## src/fwr_pkg.sv

```systemverilog
// Package: timing constants and enums for the flash write/reset host controller
package fwr_pkg;
  localparam int CLK_NS         = 50;
  localparam int WP_MIN_NS      = 60;
  localparam int WPH_MIN_NS     = 30;
  localparam int WHGL_MIN_NS    = 35;
  localparam int STS_LOW_MAX_NS = 500;
  localparam int RST_BUSY_NS    = 25000;
  localparam int RST_IDLE_NS    = 100;
  localparam int RST_DONE_NS    = 100;
  localparam int REC_32_NS      = 150;
  localparam int REC_64_NS      = 180;
  localparam int REC_128_NS     = 210;
  localparam int WP_CYC   = (WP_MIN_NS + CLK_NS - 1) / CLK_NS;
  localparam int WPH_CYC  = (WPH_MIN_NS + CLK_NS - 1) / CLK_NS;
  localparam int WHGL_CYC = (WHGL_MIN_NS + CLK_NS - 1) / CLK_NS;
  localparam int STSW_CYC = (STS_LOW_MAX_NS / CLK_NS < 1) ? 1 : STS_LOW_MAX_NS / CLK_NS;
  localparam int RSTB_CYC = (RST_BUSY_NS + CLK_NS - 1) / CLK_NS;
  localparam int RSTI_CYC = (RST_IDLE_NS + CLK_NS - 1) / CLK_NS;
  localparam int RSTD_CYC = (RST_DONE_NS + CLK_NS - 1) / CLK_NS;
  localparam int REC_32_CYC  = (REC_32_NS + CLK_NS - 1) / CLK_NS;
  localparam int REC_64_CYC  = (REC_64_NS + CLK_NS - 1) / CLK_NS;
  localparam int REC_128_CYC = (REC_128_NS + CLK_NS - 1) / CLK_NS;
  localparam logic [1:0] DENS_32  = 2'h0;
  localparam logic [1:0] DENS_64  = 2'h1;
  localparam logic [1:0] DENS_128 = 2'h2;
  localparam logic [2:0] SEL_ON   = 3'h0;
  localparam logic [2:0] SEL_OFF  = 3'h1;
  localparam int OP_TMO_US = 1000000;
  localparam int ERS_SUSP_US = 500;
  localparam int CYC_PER_US  = 1000 / CLK_NS;
  // Wide enough for the full one-second operation timeout at this clock
  localparam int CW = 25;
  typedef enum logic [6:0] {
    FWR_RST   = 7'h01,
    FWR_REC   = 7'h02,
    FWR_IDLE  = 7'h04,
    FWR_WLOW  = 7'h08,
    FWR_WHIGH = 7'h10,
    FWR_READ  = 7'h20,
    FWR_BUSY  = 7'h40
  } fwr_state_e;
endpackage : fwr_pkg

```

## src/fwr_sync.sv

```systemverilog
// Two-flop synchroniser for the ready/busy pin
`timescale 1ns/1ps
module fwr_sync (
  input  wire logic mclk,
  input  wire logic rstn,
  input  wire logic din,
  output logic      dout
);
  logic m_q;
  logic s_q;
  always_ff @(posedge mclk or negedge rstn) begin
    if (!rstn) begin
      m_q <= 1'b1;
      s_q <= 1'b1;
    end else begin
      m_q <= din;
      s_q <= m_q;
    end
  end
  assign dout = s_q;
endmodule : fwr_sync

```

## src/fwr_host.sv

```systemverilog
// Host controller: drives write strobe, chip selects, reset and program-enable of a parallel flash
`timescale 1ns/1ps
module fwr_host
  import fwr_pkg::*;
#(
  parameter logic [1:0] DENSITY = DENS_64,
  parameter int         TMO_CYC = OP_TMO_US * CYC_PER_US,
  parameter int         SUSP_CYC = ERS_SUSP_US * CYC_PER_US,
  parameter int         RSTB_CYCLES = RSTB_CYC
) (
  input  wire logic mclk,
  input  wire logic rstn,
  input  wire logic wr_req,
  input  wire logic wr_launch,
  input  wire logic wr_erase,
  input  wire logic wr_suspend,
  input  wire logic rd_req,
  input  wire logic reset_req,
  input  wire logic pe_release,
  output logic      wr_ready,
  output logic      rd_ready,
  output logic      op_busy,
  output logic      op_timeout,
  output logic      chip_select_a,
  output logic      chip_select_b,
  output logic      chip_select_c,
  output logic      write_strobe_n,
  output logic      output_enable_n,
  output logic      reset_powerdown_n,
  output logic      program_enable_supply,
  input  wire logic ready_busy_output
);
  fwr_state_e st_q, st_d;
  logic [CW-1:0] cnt_q, cnt_d;
  logic [CW-1:0] susp_q, susp_d;
  logic          launch_q, launch_d;
  logic          sel_q, sel_d;
  logic          we_q, we_d;
  logic          oe_q, oe_d;
  logic          rp_q, rp_d;
  logic          pe_q, pe_d;
  logic          tmo_q, tmo_d;
  logic          rb_s;
  logic [CW-1:0] rec_cyc;

  fwr_sync u_rb (
    .mclk (mclk),
    .rstn (rstn),
    .din  (ready_busy_output),
    .dout (rb_s)
  );

  always_comb begin
    if (DENSITY == DENS_32)
      rec_cyc = CW'(REC_32_CYC);
    else if (DENSITY == DENS_64)
      rec_cyc = CW'(REC_64_CYC);
    else
      rec_cyc = CW'(REC_128_CYC);
  end

  always_comb begin
    st_d     = st_q;
    cnt_d    = (cnt_q != '0) ? cnt_q - 1'b1 : cnt_q;
    susp_d   = (susp_q != '0) ? susp_q - 1'b1 : susp_q;
    launch_d = launch_q;
    sel_d    = sel_q;
    we_d     = we_q;
    oe_d     = oe_q;
    rp_d     = rp_q;
    pe_d     = pe_q;
    tmo_d    = tmo_q;
    case (st_q)
      FWR_RST: begin
        if (cnt_q == '0) begin
          rp_d  = 1'b1;
          cnt_d = rec_cyc;
          st_d  = FWR_REC;
        end
      end
      FWR_REC: begin
        if (cnt_q == '0)
          st_d = FWR_IDLE;
      end
      FWR_IDLE: begin
        if (reset_req) begin
          rp_d  = 1'b0;
          // After a timeout the device may still be busy, so it needs the long hold
          cnt_d = rb_s ? CW'(RSTI_CYC) : CW'(RSTB_CYCLES);
          st_d  = FWR_RST;
        end else if (wr_req && !(wr_suspend && susp_q != '0)) begin
          sel_d    = 1'b1;
          we_d     = 1'b1;
          oe_d     = 1'b0;
          pe_d     = 1'b1;
          launch_d = wr_launch;
          if (wr_erase)
            susp_d = CW'(SUSP_CYC);
          cnt_d    = CW'(WP_CYC);
          st_d     = FWR_WLOW;
        end else if (rd_req && cnt_q == '0) begin
          sel_d = 1'b1;
          oe_d  = 1'b1;
          st_d  = FWR_READ;
        end else if (pe_release && rb_s) begin
          pe_d = 1'b0;
        end
      end
      FWR_WLOW: begin
        if (cnt_q == CW'(1)) begin
          sel_d = 1'b0;
          we_d  = 1'b0;
          cnt_d = CW'((WPH_CYC > WHGL_CYC) ? WPH_CYC : WHGL_CYC);
          st_d  = FWR_WHIGH;
        end
      end
      FWR_WHIGH: begin
        if (cnt_q == '0) begin
          if (launch_q) begin
            cnt_d = CW'(TMO_CYC);
            tmo_d = 1'b0;
            st_d  = FWR_BUSY;
          end else begin
            st_d = FWR_IDLE;
          end
        end
      end
      FWR_READ: begin
        if (!rd_req) begin
          sel_d = 1'b0;
          oe_d  = 1'b0;
          st_d  = FWR_IDLE;
        end
      end
      FWR_BUSY: begin
        // Busy may not show for up to the launch delay, so hold off until it passes
        if (reset_req) begin
          rp_d  = 1'b0;
          cnt_d = CW'(RSTB_CYCLES);
          st_d  = FWR_RST;
        end else if (rb_s && cnt_q < CW'(TMO_CYC - STSW_CYC)) begin
          launch_d = 1'b0;
          // A leftover timeout count would otherwise stall the next read
          cnt_d    = '0;
          st_d     = FWR_IDLE;
        end else if (cnt_q == '0) begin
          tmo_d    = 1'b1;
          launch_d = 1'b0;
          st_d     = FWR_IDLE;
        end
      end
      default: st_d = FWR_IDLE;
    endcase
  end

  always_ff @(posedge mclk or negedge rstn) begin
    if (!rstn) begin
      st_q     <= FWR_RST;
      cnt_q    <= CW'(RSTI_CYC);
      susp_q   <= '0;
      launch_q <= 1'b0;
      sel_q    <= 1'b0;
      we_q     <= 1'b0;
      oe_q     <= 1'b0;
      rp_q     <= 1'b0;
      pe_q     <= 1'b0;
      tmo_q    <= 1'b0;
    end else begin
      st_q     <= st_d;
      cnt_q    <= cnt_d;
      susp_q   <= susp_d;
      launch_q <= launch_d;
      sel_q    <= sel_d;
      we_q     <= we_d;
      oe_q     <= oe_d;
      rp_q     <= rp_d;
      pe_q     <= pe_d;
      tmo_q    <= tmo_d;
    end
  end

  // Selected drives a, b low and c low; deselect raises a only
  assign chip_select_a         = sel_q ? SEL_ON[0] : SEL_OFF[0];
  assign chip_select_b         = 1'b0;
  assign chip_select_c         = 1'b0;
  assign write_strobe_n        = ~we_q;
  assign output_enable_n       = ~oe_q;
  assign reset_powerdown_n     = rp_q;
  assign program_enable_supply = pe_q;
  assign wr_ready   = (st_q == FWR_IDLE) && !reset_req && !(wr_suspend && susp_q != '0);
  assign rd_ready   = (st_q == FWR_READ);
  assign op_busy    = (st_q == FWR_BUSY);
  assign op_timeout = tmo_q;

  a_no_rd_wr: assert property (@(posedge mclk) disable iff (!rstn)
    !(we_q && oe_q)) else $error("read and write strobes overlap");

  a_wp_width: assert property (@(posedge mclk) disable iff (!rstn)
    $rose(we_q) |-> we_q[*2]) else $error("write pulse too short");

  a_wph_gap: assert property (@(posedge mclk) disable iff (!rstn)
    $fell(we_q) |=> !we_q) else $error("write gap too short");

  a_rec_wait: assert property (@(posedge mclk) disable iff (!rstn)
    $rose(rp_q) |-> !we_q[*4]) else $error("write during reset recovery");

  a_wr_rd_gap: assert property (@(posedge mclk) disable iff (!rstn)
    $fell(we_q) |-> !oe_q) else $error("read right after write");

  a_rst_short: assert property (@(posedge mclk) disable iff (!rstn)
    $fell(rp_q) |-> !rp_q[*2]) else $error("reset pulse too short");

  a_sel_write: assert property (@(posedge mclk) disable iff (!rstn)
    we_q |-> sel_q && !chip_select_a) else $error("write without select");

  a_pe_hold: assert property (@(posedge mclk) disable iff (!rstn)
    op_busy |-> pe_q) else $error("program enable dropped while busy");
endmodule : fwr_host

```

## config.mk

```make
export PLATFORM = sky130hd
export DESIGN_NAME = fwr_host
export DESIGN_NICKNAME = d
export VERILOG_FILES = /design/src/fwr_pkg.sv /design/src/fwr_sync.sv /design/src/fwr_host.sv
export SDC_FILE = /design/constraint.sdc
export NUM_CORES = 1
export LEC_CHECK = 0
export BUFFER_PORTS_ARGS = -buffer_cell sky130_fd_sc_hd__buf_4
export CORE_ASPECT_RATIO = 1.5
export CORE_MARGIN = 2
export CORE_UTILIZATION = 50
export DETAILED_ROUTE_END_ITERATION = 12
export PLACE_DENSITY = 0.73
export SYNTH_ARGS = -nofsm -noshare
export SYNTH_HDL_FRONTEND = slang
export SYNTH_HIERARCHICAL = 1
export SYNTH_SLANG_ARGS = --single-unit
```

## constraint.sdc

```tcl
create_clock -name mclk -period 2.7 [get_ports mclk]
set_input_delay 0.135 -clock mclk [delete_from_list [all_inputs] [get_ports mclk]]
set_output_delay 0.135 -clock mclk [all_outputs]
set_load 0.1 [all_outputs]
```

# [After elaboration in Yosys (flattened, before gate mapping)]
# Cells that the tools add are included.
[word_totals] register_bits=66 input_bits=10 out_inout_bits=11 elab_cells=127
[classes] n_addsub=2 n_lt_le_gt_ge=1 n_eq_ne=23 n_mux=58 n_bitwise=3 reduce_logical=28
[op_table] op="25-bit two-way mux" n=14
[op_table] op="25-bit one-hot mux with 5 select lines" n=1
[op_table] op="7-bit two-way mux" n=11
[op_table] op="25-bit nonzero test" n=2
[op_table] op="25-bit by 1-bit subtractor with 25-bit output (second input constant)" n=2
[op_table] op="7-bit one-hot mux with 7 select lines" n=1
[op_table] op="25-bit by 1-bit equality test with 1-bit output (second input constant)" n=1
[op_table] op="25-bit logical NOT" n=1
[op_table] op="25-bit less-than comparator (second input constant)" n=1
[op_table] op="1-bit two-way mux" n=24
[op_table] op="2-bit != test (second input constant)" n=10
[op_table] op="5-bit AND reduction" n=3
[op_table] op="4-bit AND reduction" n=3
[op_table] op="2-bit nonzero test" n=6
[op_table] op="1-bit one-hot mux with 2 select lines" n=5
[op_table] op="9-bit two-way mux" n=1
[op_table] op="7-bit by 1-bit equality test with 1-bit output (second input constant)" n=1
[op_table] op="7-bit by 2-bit equality test with 1-bit output (second input constant)" n=1
[op_table] op="7-bit by 3-bit equality test with 1-bit output (second input constant)" n=1
[op_table] op="7-bit by 4-bit equality test with 1-bit output (second input constant)" n=1
[op_table] op="7-bit by 5-bit equality test with 1-bit output (second input constant)" n=1
[op_table] op="7-bit by 6-bit equality test with 1-bit output (second input constant)" n=1
[op_table] op="7-bit equality test (second input constant)" n=1
[op_table] op="1-bit logical AND" n=7
[op_table] op="other kinds (11)" n=15

# [Logic depth before layout (Yosys ltp)]
# Gate-level depths: netlist of run 1.
[depth] ltp_word=7 mapped_depth=10 mapped_depth_nobuf=8

# [By module]
# The synthesis of run 1 kept the hierarchy.
[modules_own_cells] module="fwr_host" instances=1 cells_each=434 area_per_inst_um2=3941.3 seq_area_each_um2=1604.0
[modules_own_cells] module="fwr_sync" instances=1 cells_each=2 area_per_inst_um2=52.6 seq_area_each_um2=52.6

# [Worst setup path before layout of run 1]
# OpenSTA, ideal clock, no wires.
[synth_path] path_type="register to register" start="reg st_q[3]" end="reg cnt_q[4]" setup_ps=80 arrival_time_ps=3256 t_required_ps=2620 setup_slack_ps=-636 stages_incl_launch_ff=8 path_buffers=1 period_less_slack_ps=3336 path_cell_list="dfrtp_1 -> clkbuf_1 -> or4b_1 -> nor2_1 -> o21ai_1 -> o211ai_1 -> nor4_2 -> a21oi_1"
[synth_via] elab_chain_cells=2 elab_cells_between_ends=6 classes_between="5 x eq/ne; 1 x mux"
[synth_lines] element="from (decl)" line_no="fwr_host.sv:33" text="fwr_state_e st_q, st_d;"
[synth_lines] element="from (signal assigned)" line_no="fwr_host.sv:169" text="st_q <= st_d;"
[synth_lines] element="7-bit equality test"
[synth_lines] element="net op_busy" line_no="fwr_host.sv:22" text="output logic op_busy,"
[synth_lines] element="25-bit one-hot mux with 5 select lines" line_no="fwr_host.sv:73" text="case (st_q)"
[synth_lines] element="net cnt_d[4]" line_no="fwr_host.sv:34" text="logic [CW-1:0] cnt_q, cnt_d;"
[synth_lines] element="to (signal assigned)" line_no="fwr_host.sv:159" text="cnt_q <= CW'(RSTI_CYC);"
[synth_lines] element="to (signal assigned)" line_no="fwr_host.sv:170" text="cnt_q <= cnt_d;"
[synth_lines] element="to (decl)" line_no="fwr_host.sv:34"
# The timed path passes the listed nets, and every way through them passes these cells.
# A chain may end at the register's enable or synchronous reset.

# [Worst setup path after layout of run 1]
[layout_path] start="reg susp_q[16]" end="out wr_ready"
[layout_via] elab_chain_cells=4
[layout_lines] element="from (decl)" line_no="fwr_host.sv:35" text="logic [CW-1:0] susp_q, susp_d;"
[layout_lines] element="from (signal assigned)" line_no="fwr_host.sv:171" text="susp_q <= susp_d;"
[layout_lines] element="25-bit nonzero test" line_no="fwr_host.sv:190" text="assign wr_ready = (st_q == FWR_IDLE) && !reset_req && !(wr_suspend && susp_q != '0);"
[layout_lines] element="1-bit logical AND" line_no="fwr_host.sv:190"
[layout_lines] element="1-bit logical NOT" line_no="fwr_host.sv:190"
[layout_lines] element="1-bit logical AND" line_no="fwr_host.sv:190"
[layout_lines] element="to (decl)" line_no="fwr_host.sv:20" text="output logic wr_ready,"
# No other way between the ends.

==> flow_summary.ini, run 1 <==
[critical_path]
crit_path_start = susp_q[16]
cpMaxStageDelayCell = dfrtp_1
max_stage_delay_ns = 0.42
r2r-start = susp_q[0]
r2r_end = cnt_q[0]
crit_path_start_kind = flop
worst-r2r-setup-slack_ns = 0.21
crit_arrival_ns = 2.39
crit_chain = nor4_4 > and3b_1 > nand4_1 > buf_4 > a21oi_2 > buf_4
ff2ff_path_depth = 8
critPathRequiredTime_ns = 2.57
path_class = reg -> out
crit_fanout = 10
end_kind = primary output
cpMostUsedCell = buf_4

[sta]
slew_violations = 0
period_share_pct = 93.5
hold_slack_ns = 0.104
worst_clock_skew_ns = 0.00806
tightest_slew_ns = 0.842
finalHoldViolCount = 0
finalSetupViolations = 0
fmax_mhz = 396
setup_tns_ns = 0
maxSlewHeadroom_pct = 43.9
min_period_ns = 2.52
rsz0062_at_grt = false

[global_route]
grt_first_pass_wirelength_mm = 16.1
antenna_found_initial = 0
track_usage_pct = 23.3
grt_pass1_vias = 3343
overflow = 0
grt_max_degree = 67

[floorplanning]
start_util_pct = 52.1
pin_count = 21
die_h_um = 113
placeableCoreArea_sq_um = 7660
die_w_um = 77.0
rows = 39
dieArea_sq_um = 8730

[hold_path]
hp-start = rd_req
min_to = st_q[5]
hold-path-cell-count = 3
hold_path.class = in -> reg

[detailed_routing]
drt-total-wl_mm = 9.48
wire_per_inst_um = 16.6
vias = 3381
antenna_left = 0
drtIter0Drc = 310
drt_pre_antenna_iters = 5
drc = 0
via_per_inst = 5.91

[layout]
num_antenna_cells = 0
final_cell_mix = dfrtp_1, nor2_1, xor2_1, nand2_1, buf_4
layout.nets = 480
drive_gt1_share_pct = 15.3
final_common_cell = dfrtp_1
areaGrowthSynthToFinish_pct = 14.9

[power]
ir_worst_vdd_mv = 0.846
power_density_nw_per_um2 = 1210
power.leakage_uw = 0.00193

[placed_design]
gp_congestion = 0.917
port_buffers = 18
dp_hpwl_mm = 6.78

[yosys]
yosys_warnings = 6
synth-edff-count = 0
async_reset_ff_share_pct = 100
ys_ff_latch = 66
avgSynthCellArea_sq_um = 9.16
synth_area_sq_um = 3990
synthFlopType = dfrtp_1
yosysSeqAreaShare_pct = 41.5
synth.distinct_cells = 66
syn-instance-count = 436

[clock_network]
cts_made_buffers = 9
insertion_delay_ns = 0.34
clock-root-buffer = clkbuf_16
htreeDepth = 3
clkSlewWorstSetupHoldPaths_ns = 0.05
cts_tree = done
clockBufferDepth = 2
cts_resized = 0
cts_sinks = 66

[flow_run]
drv_cap = 0

[outcome]
status = finished clean
-- area by class of cell --
type,count,area [sq um]
clock inverter,5,30.0
clock buffer,11,243
inverter,14,52.6
multi-input combinational,340,2220
fill,671,3070
timing repair buffer,34,260
tap,102,128
sequential,66,1660
-- layer usage --
metal | up-vias | GRT usage, % | routed length [um]
li1 | 1623 | - | -
met1 | 1650 | 28.0 | 3960
met2 | 88 | 40.6 | 4920
met3 | 20 | 4.98 | 421
met4 | 0 | 9.17 | 191
met5 | - | 0 | 0
-- logic make-up (layout without fill, tap and decap cells) --
logic type / after synthesis / count (layout) / share of synthesized area [%]
AOI/OAI and AO/OA: 74 / 74 / 12.4
other: 1 / 2 / 0.0939
and+or+nand+nor: 215 / 215 / 31.4
xor gates and xnor gates: 42 / 42 / 9.21
muxes: 2 / 2 / 0.501
adders and majority gates: 5 / 5 / 1.57
DFF: 66 / 66 / 41.5
buffers and inverters: 31 / 64 / 3.32
-- worst max-delay path: cells and delay by family (launching register included) --
family                 cells  cell delay (ns)
buffers and inverters      2             0.58
AO/OA/AOI/OAI              1             0.14
flip-flops                 1             0.42
AND/OR/NAND/NOR            3             0.91
-- worst max path at each step --
stage | endpoint | cells after the start
2_1_floorplan | wr_ready | 5
3_3_place_gp | cnt_q[0] | 8
3_5_place_dp | cnt_q[0] | 8
4_1_cts | wr_ready | 6
5_1_grt | wr_ready | 6
6_report | wr_ready | 6
-- what timing repair did --
| action | 4_1_cts | 5_1_grt |
|---|---|---|
| setup endpoints to repair | 0 | 1 |
| setup buffers | 0 | 1 |
| hold endpoints to repair | 63 | 0 |
| hold buffers | 2 | 0 |
-- power breakdown --
group	switching (uW)	leakage, uW	internal [uW]
Clock	421	0.000131	640
Sequential	449	0.000821	1370
Combinational	1670	0.000978	994
Total	2540	0.00193	3010
-- synthesized netlist by cell type, drive strengths merged (2+ instances only) --
cell / number / area share [%]
dfrtp: 62 / 39
nor2: 61 / 5.7
nand2: 33 / 3.1
xor2: 33 / 7.2
a21oi: 21 / 2.6
nor3: 18 / 2.5
nor4: 18 / 5.2
nand4: 16 / 2.8
o21ai: 16 / 2.1
nand3: 15 / 1.9
inv: 14 / 1.3
buf: 9 / 1.3
or3: 9 / 1.5
xnor2: 9 / 2.0
a211oi: 8 / 1.8
clkbuf: 8 / 0.75
nand2b: 7 / 1.1
nor4b: 6 / 1.5
ha: 5 / 1.6
nand3b: 5 / 1.0
a22oi: 4 / 0.75
and2: 4 / 0.63
and3: 4 / 0.63
dfstp: 4 / 2.6
a31oi: 3 / 0.47
a32oi: 3 / 0.66
nand4b: 3 / 0.66
nor3b: 3 / 0.56
o21a: 3 / 0.56
a21boi: 2 / 0.38
a221o: 2 / 0.50
and2b: 2 / 0.38
and4: 2 / 0.44
mux2i: 2 / 0.50
nor2b: 2 / 0.31
o22a: 2 / 0.44
or2b: 2 / 0.38
-- state kept, by name, summed over array words and instances, names as in the netlist --
name                   flops
st_q                       7
reset_powerdown_n          1
u_rb/dout                  1
launch_q                   1
we_q                       1
u_rb/m_q                   1
sel_q                      1
op_timeout                 1
susp_q                    25
oe_q                       1
program_enable_supply      1
cnt_q                     25
-- through the flow --
stage / setup WS [ns] / instances / power [uW] / utilization, % / cell area, sq um
CTS: 0.132 / 571 / 5550 / 59.8 / 4580
global route: 0.00632 / 572 / 5960 / 59.9 / 4590
finish: 0.176 / 572 / 5550 / 59.9 / 4590
detailed placement: 0.219 / 553 / 4450 / 56.0 / 4290
floorplan: 0.219 / 437 / 3810 / - / 4010
global placement: 0.283 / 553 / 4380 / 56.0 / 4290
Power figures use the tool's default switching activity.
==> run 2, diff against run 1 <==
--- a/config.mk
+++ b/config.mk
@@ -8,9 +8,9 @@
 export BUFFER_PORTS_ARGS = -buffer_cell sky130_fd_sc_hd__buf_4
 export CORE_ASPECT_RATIO = 1.5
 export CORE_MARGIN = 2
-export CORE_UTILIZATION = 50
+export CORE_UTILIZATION = 61
 export DETAILED_ROUTE_END_ITERATION = 12
-export PLACE_DENSITY = 0.73
+export PLACE_DENSITY = 0.86
 export SYNTH_ARGS = -nofsm -noshare
 export SYNTH_HDL_FRONTEND = slang
 export SYNTH_HIERARCHICAL = 1
==> flow_summary.ini, run 2 (synthesis results as in run 1) <==
[layout]
layout.cells.non_filler = 541
final_cell_mix = dfrtp_1, nor2_1, xor2_1, nand2_1, buf_4
num_antenna_cells = 0
reg_top3 = cnt_q x25, susp_q x25, st_q x7
drive_gt1_share_pct = 14.6
final_common_cell = dfrtp_1
layout.nets = 476
fin_util_pct = 69.7
areaGrowthSynthToFinish_pct = 11.7

[sta]
fmax_mhz = 404
maxSlewHeadroom_pct = 45.7
tightest_slew_ns = 0.814
setup_tns_ns = 0
worst_clock_skew_ns = 0.00747
slew_violations = 0
rsz0062_at_grt = false
period_share_pct = 91.7
finalSetupViolations = 0
finalHoldViolCount = 0
min_period_ns = 2.48

[placed_design]
dp_cells = 524
dp_hpwl_mm = 7.03
gp_congestion = 1.04
port_buffers = 18

[floorplanning]
rows = 36
die_w_um = 70.1
dieArea_sq_um = 7220
start_util_pct = 62.4
placeableCoreArea_sq_um = 6400
pin_count = 21
die_h_um = 103

[power]
combPwrFrac_pct = 50.5
power_density_nw_per_um2 = 1200
clkPwrFrac_pct = 15.2
switchingPower_uw = 2550
seq_power_share_pct = 34.3
p_sw_share_pct = 47.7
intPower_uw = 2800
ir_worst_vdd_mv = 0.705
power.leakage_uw = 0.00188

[global_route]
antenna_found_initial = 0
track_usage_pct = 28.5
grtUsageMet3_pct = 6.74
grt_max_degree = 67
grt_use_met2_pct = 46.2
overflow = 0
busiest_layer = met2
grt_pass1_vias = 3404
grt_use_met1_pct = 34.1
grt_first_pass_wirelength_mm = 15.9

[critical_path]
r2r_end = cnt_q[0]
worst-r2r-setup-slack_ns = 0.22
crit_fanout = 5
ff2ff_path_depth = 8
end_kind = flop
critPathRequiredTime_ns = 2.94
r2r-start = susp_q[0]
crit_path_start_kind = flop
path_class = reg -> reg
crit_arrival_ns = 2.72

[detailed_routing]
antenna_left = 0
drtIter0Drc = 363
vias = 3487
drt-total-wl_mm = 9.63
via_per_inst = 6.45
drc = 0
drt_pre_antenna_iters = 5
wire_per_inst_um = 17.8

[clock_network]
clockBufferDepth = 2
clkSlewWorstSetupHoldPaths_ns = 0.06
htreeDepth = 3
cts_made_buffers = 9
insertion_delay_ns = 0.37
cts_tree = done
cts_sinks = 66
clock-root-buffer = clkbuf_8

[hold_path]
hp-start = pe_release
hold-path-cell-count = 3
hold_path.class = in -> reg
min_to = program_enable_supply

[outcome]
status = finished clean

[flow_run]
drv_cap = 0
## run 2: through the flow
stage / power, uW / hold WS (ns) / cell area (sq um) / worst slack, ns
final: 5360 / 0.0915 / 4460 / 0.224
after global routing: 5720 / 0.0841 / 4460 / 0.0411
after CTS: 5290 / 0.0836 / 4440 / 0.0889
after detailed placement: 4460 / 0.248 / 4230 / 0.147
after global placement: 4350 / 0.244 / 4230 / 0.278
after floorplan: 3810 / -0.161 / 4010 / 0.219
## run 2: worst max-delay path by stage
stage	from	end	slack [ns]	cells past startpoint
4_1_cts	susp_q[0]	cnt_q[0]	0.09	8
6_report	susp_q[0]	cnt_q[0]	0.22	8
5_1_grt	cnt_q[15]	cnt_q[10]	0.04	5
3_3_place_gp	susp_q[0]	cnt_q[0]	0.28	8
2_1_floorplan	susp_q[13]	wr_ready	0.22	5
3_5_place_dp	susp_q[0]	cnt_q[0]	0.15	8
## run 2: what timing repair did
action | in CTS | in global routing
resized for setup | 0 | 3
endpoints found under the hold margin | 63 | 0
setup endpoints to repair | 0 | 9
hold buffers | 2 | 0
setup buffers | 0 | 0
## run 2: metal layers
metal  vias to the layer above  part of all wire [%]
li1                       1624                     -
met1                      1690                    39
met2                       139                    50
met3                        34                   5.9
met4                         0                   4.7
met5                         -                     0
## run 2: cell type report
type	instances	area [sq um]
multi-input combinational	340	2240
fill	480	1940
sequential	66	1660
timing repair buffer	30	230
clock buffer	12	145
tap	76	95.1
inverter	14	52.6
clock inverter	3	40.0
## run 2: power by group through the flow
stage	clock [uW]	combinational, uW	sequential, uW
after detailed placement	0	2620	1830
after floorplan	0	2030	1790
after global placement	0	2540	1810
after CTS	823	2650	1820
after global routing	866	2960	1890
final	815	2710	1840
## run 2: critical path: stages (launching register included)
cell,delay (ns)
dfrtp_1,0.40
inv_1,0.09
ha_1,0.18
nor4b_2,0.28
nand4_2,0.17
o21ai_2,0.25
a21oi_1,0.12
or4_1,0.52
a221o_1,0.33
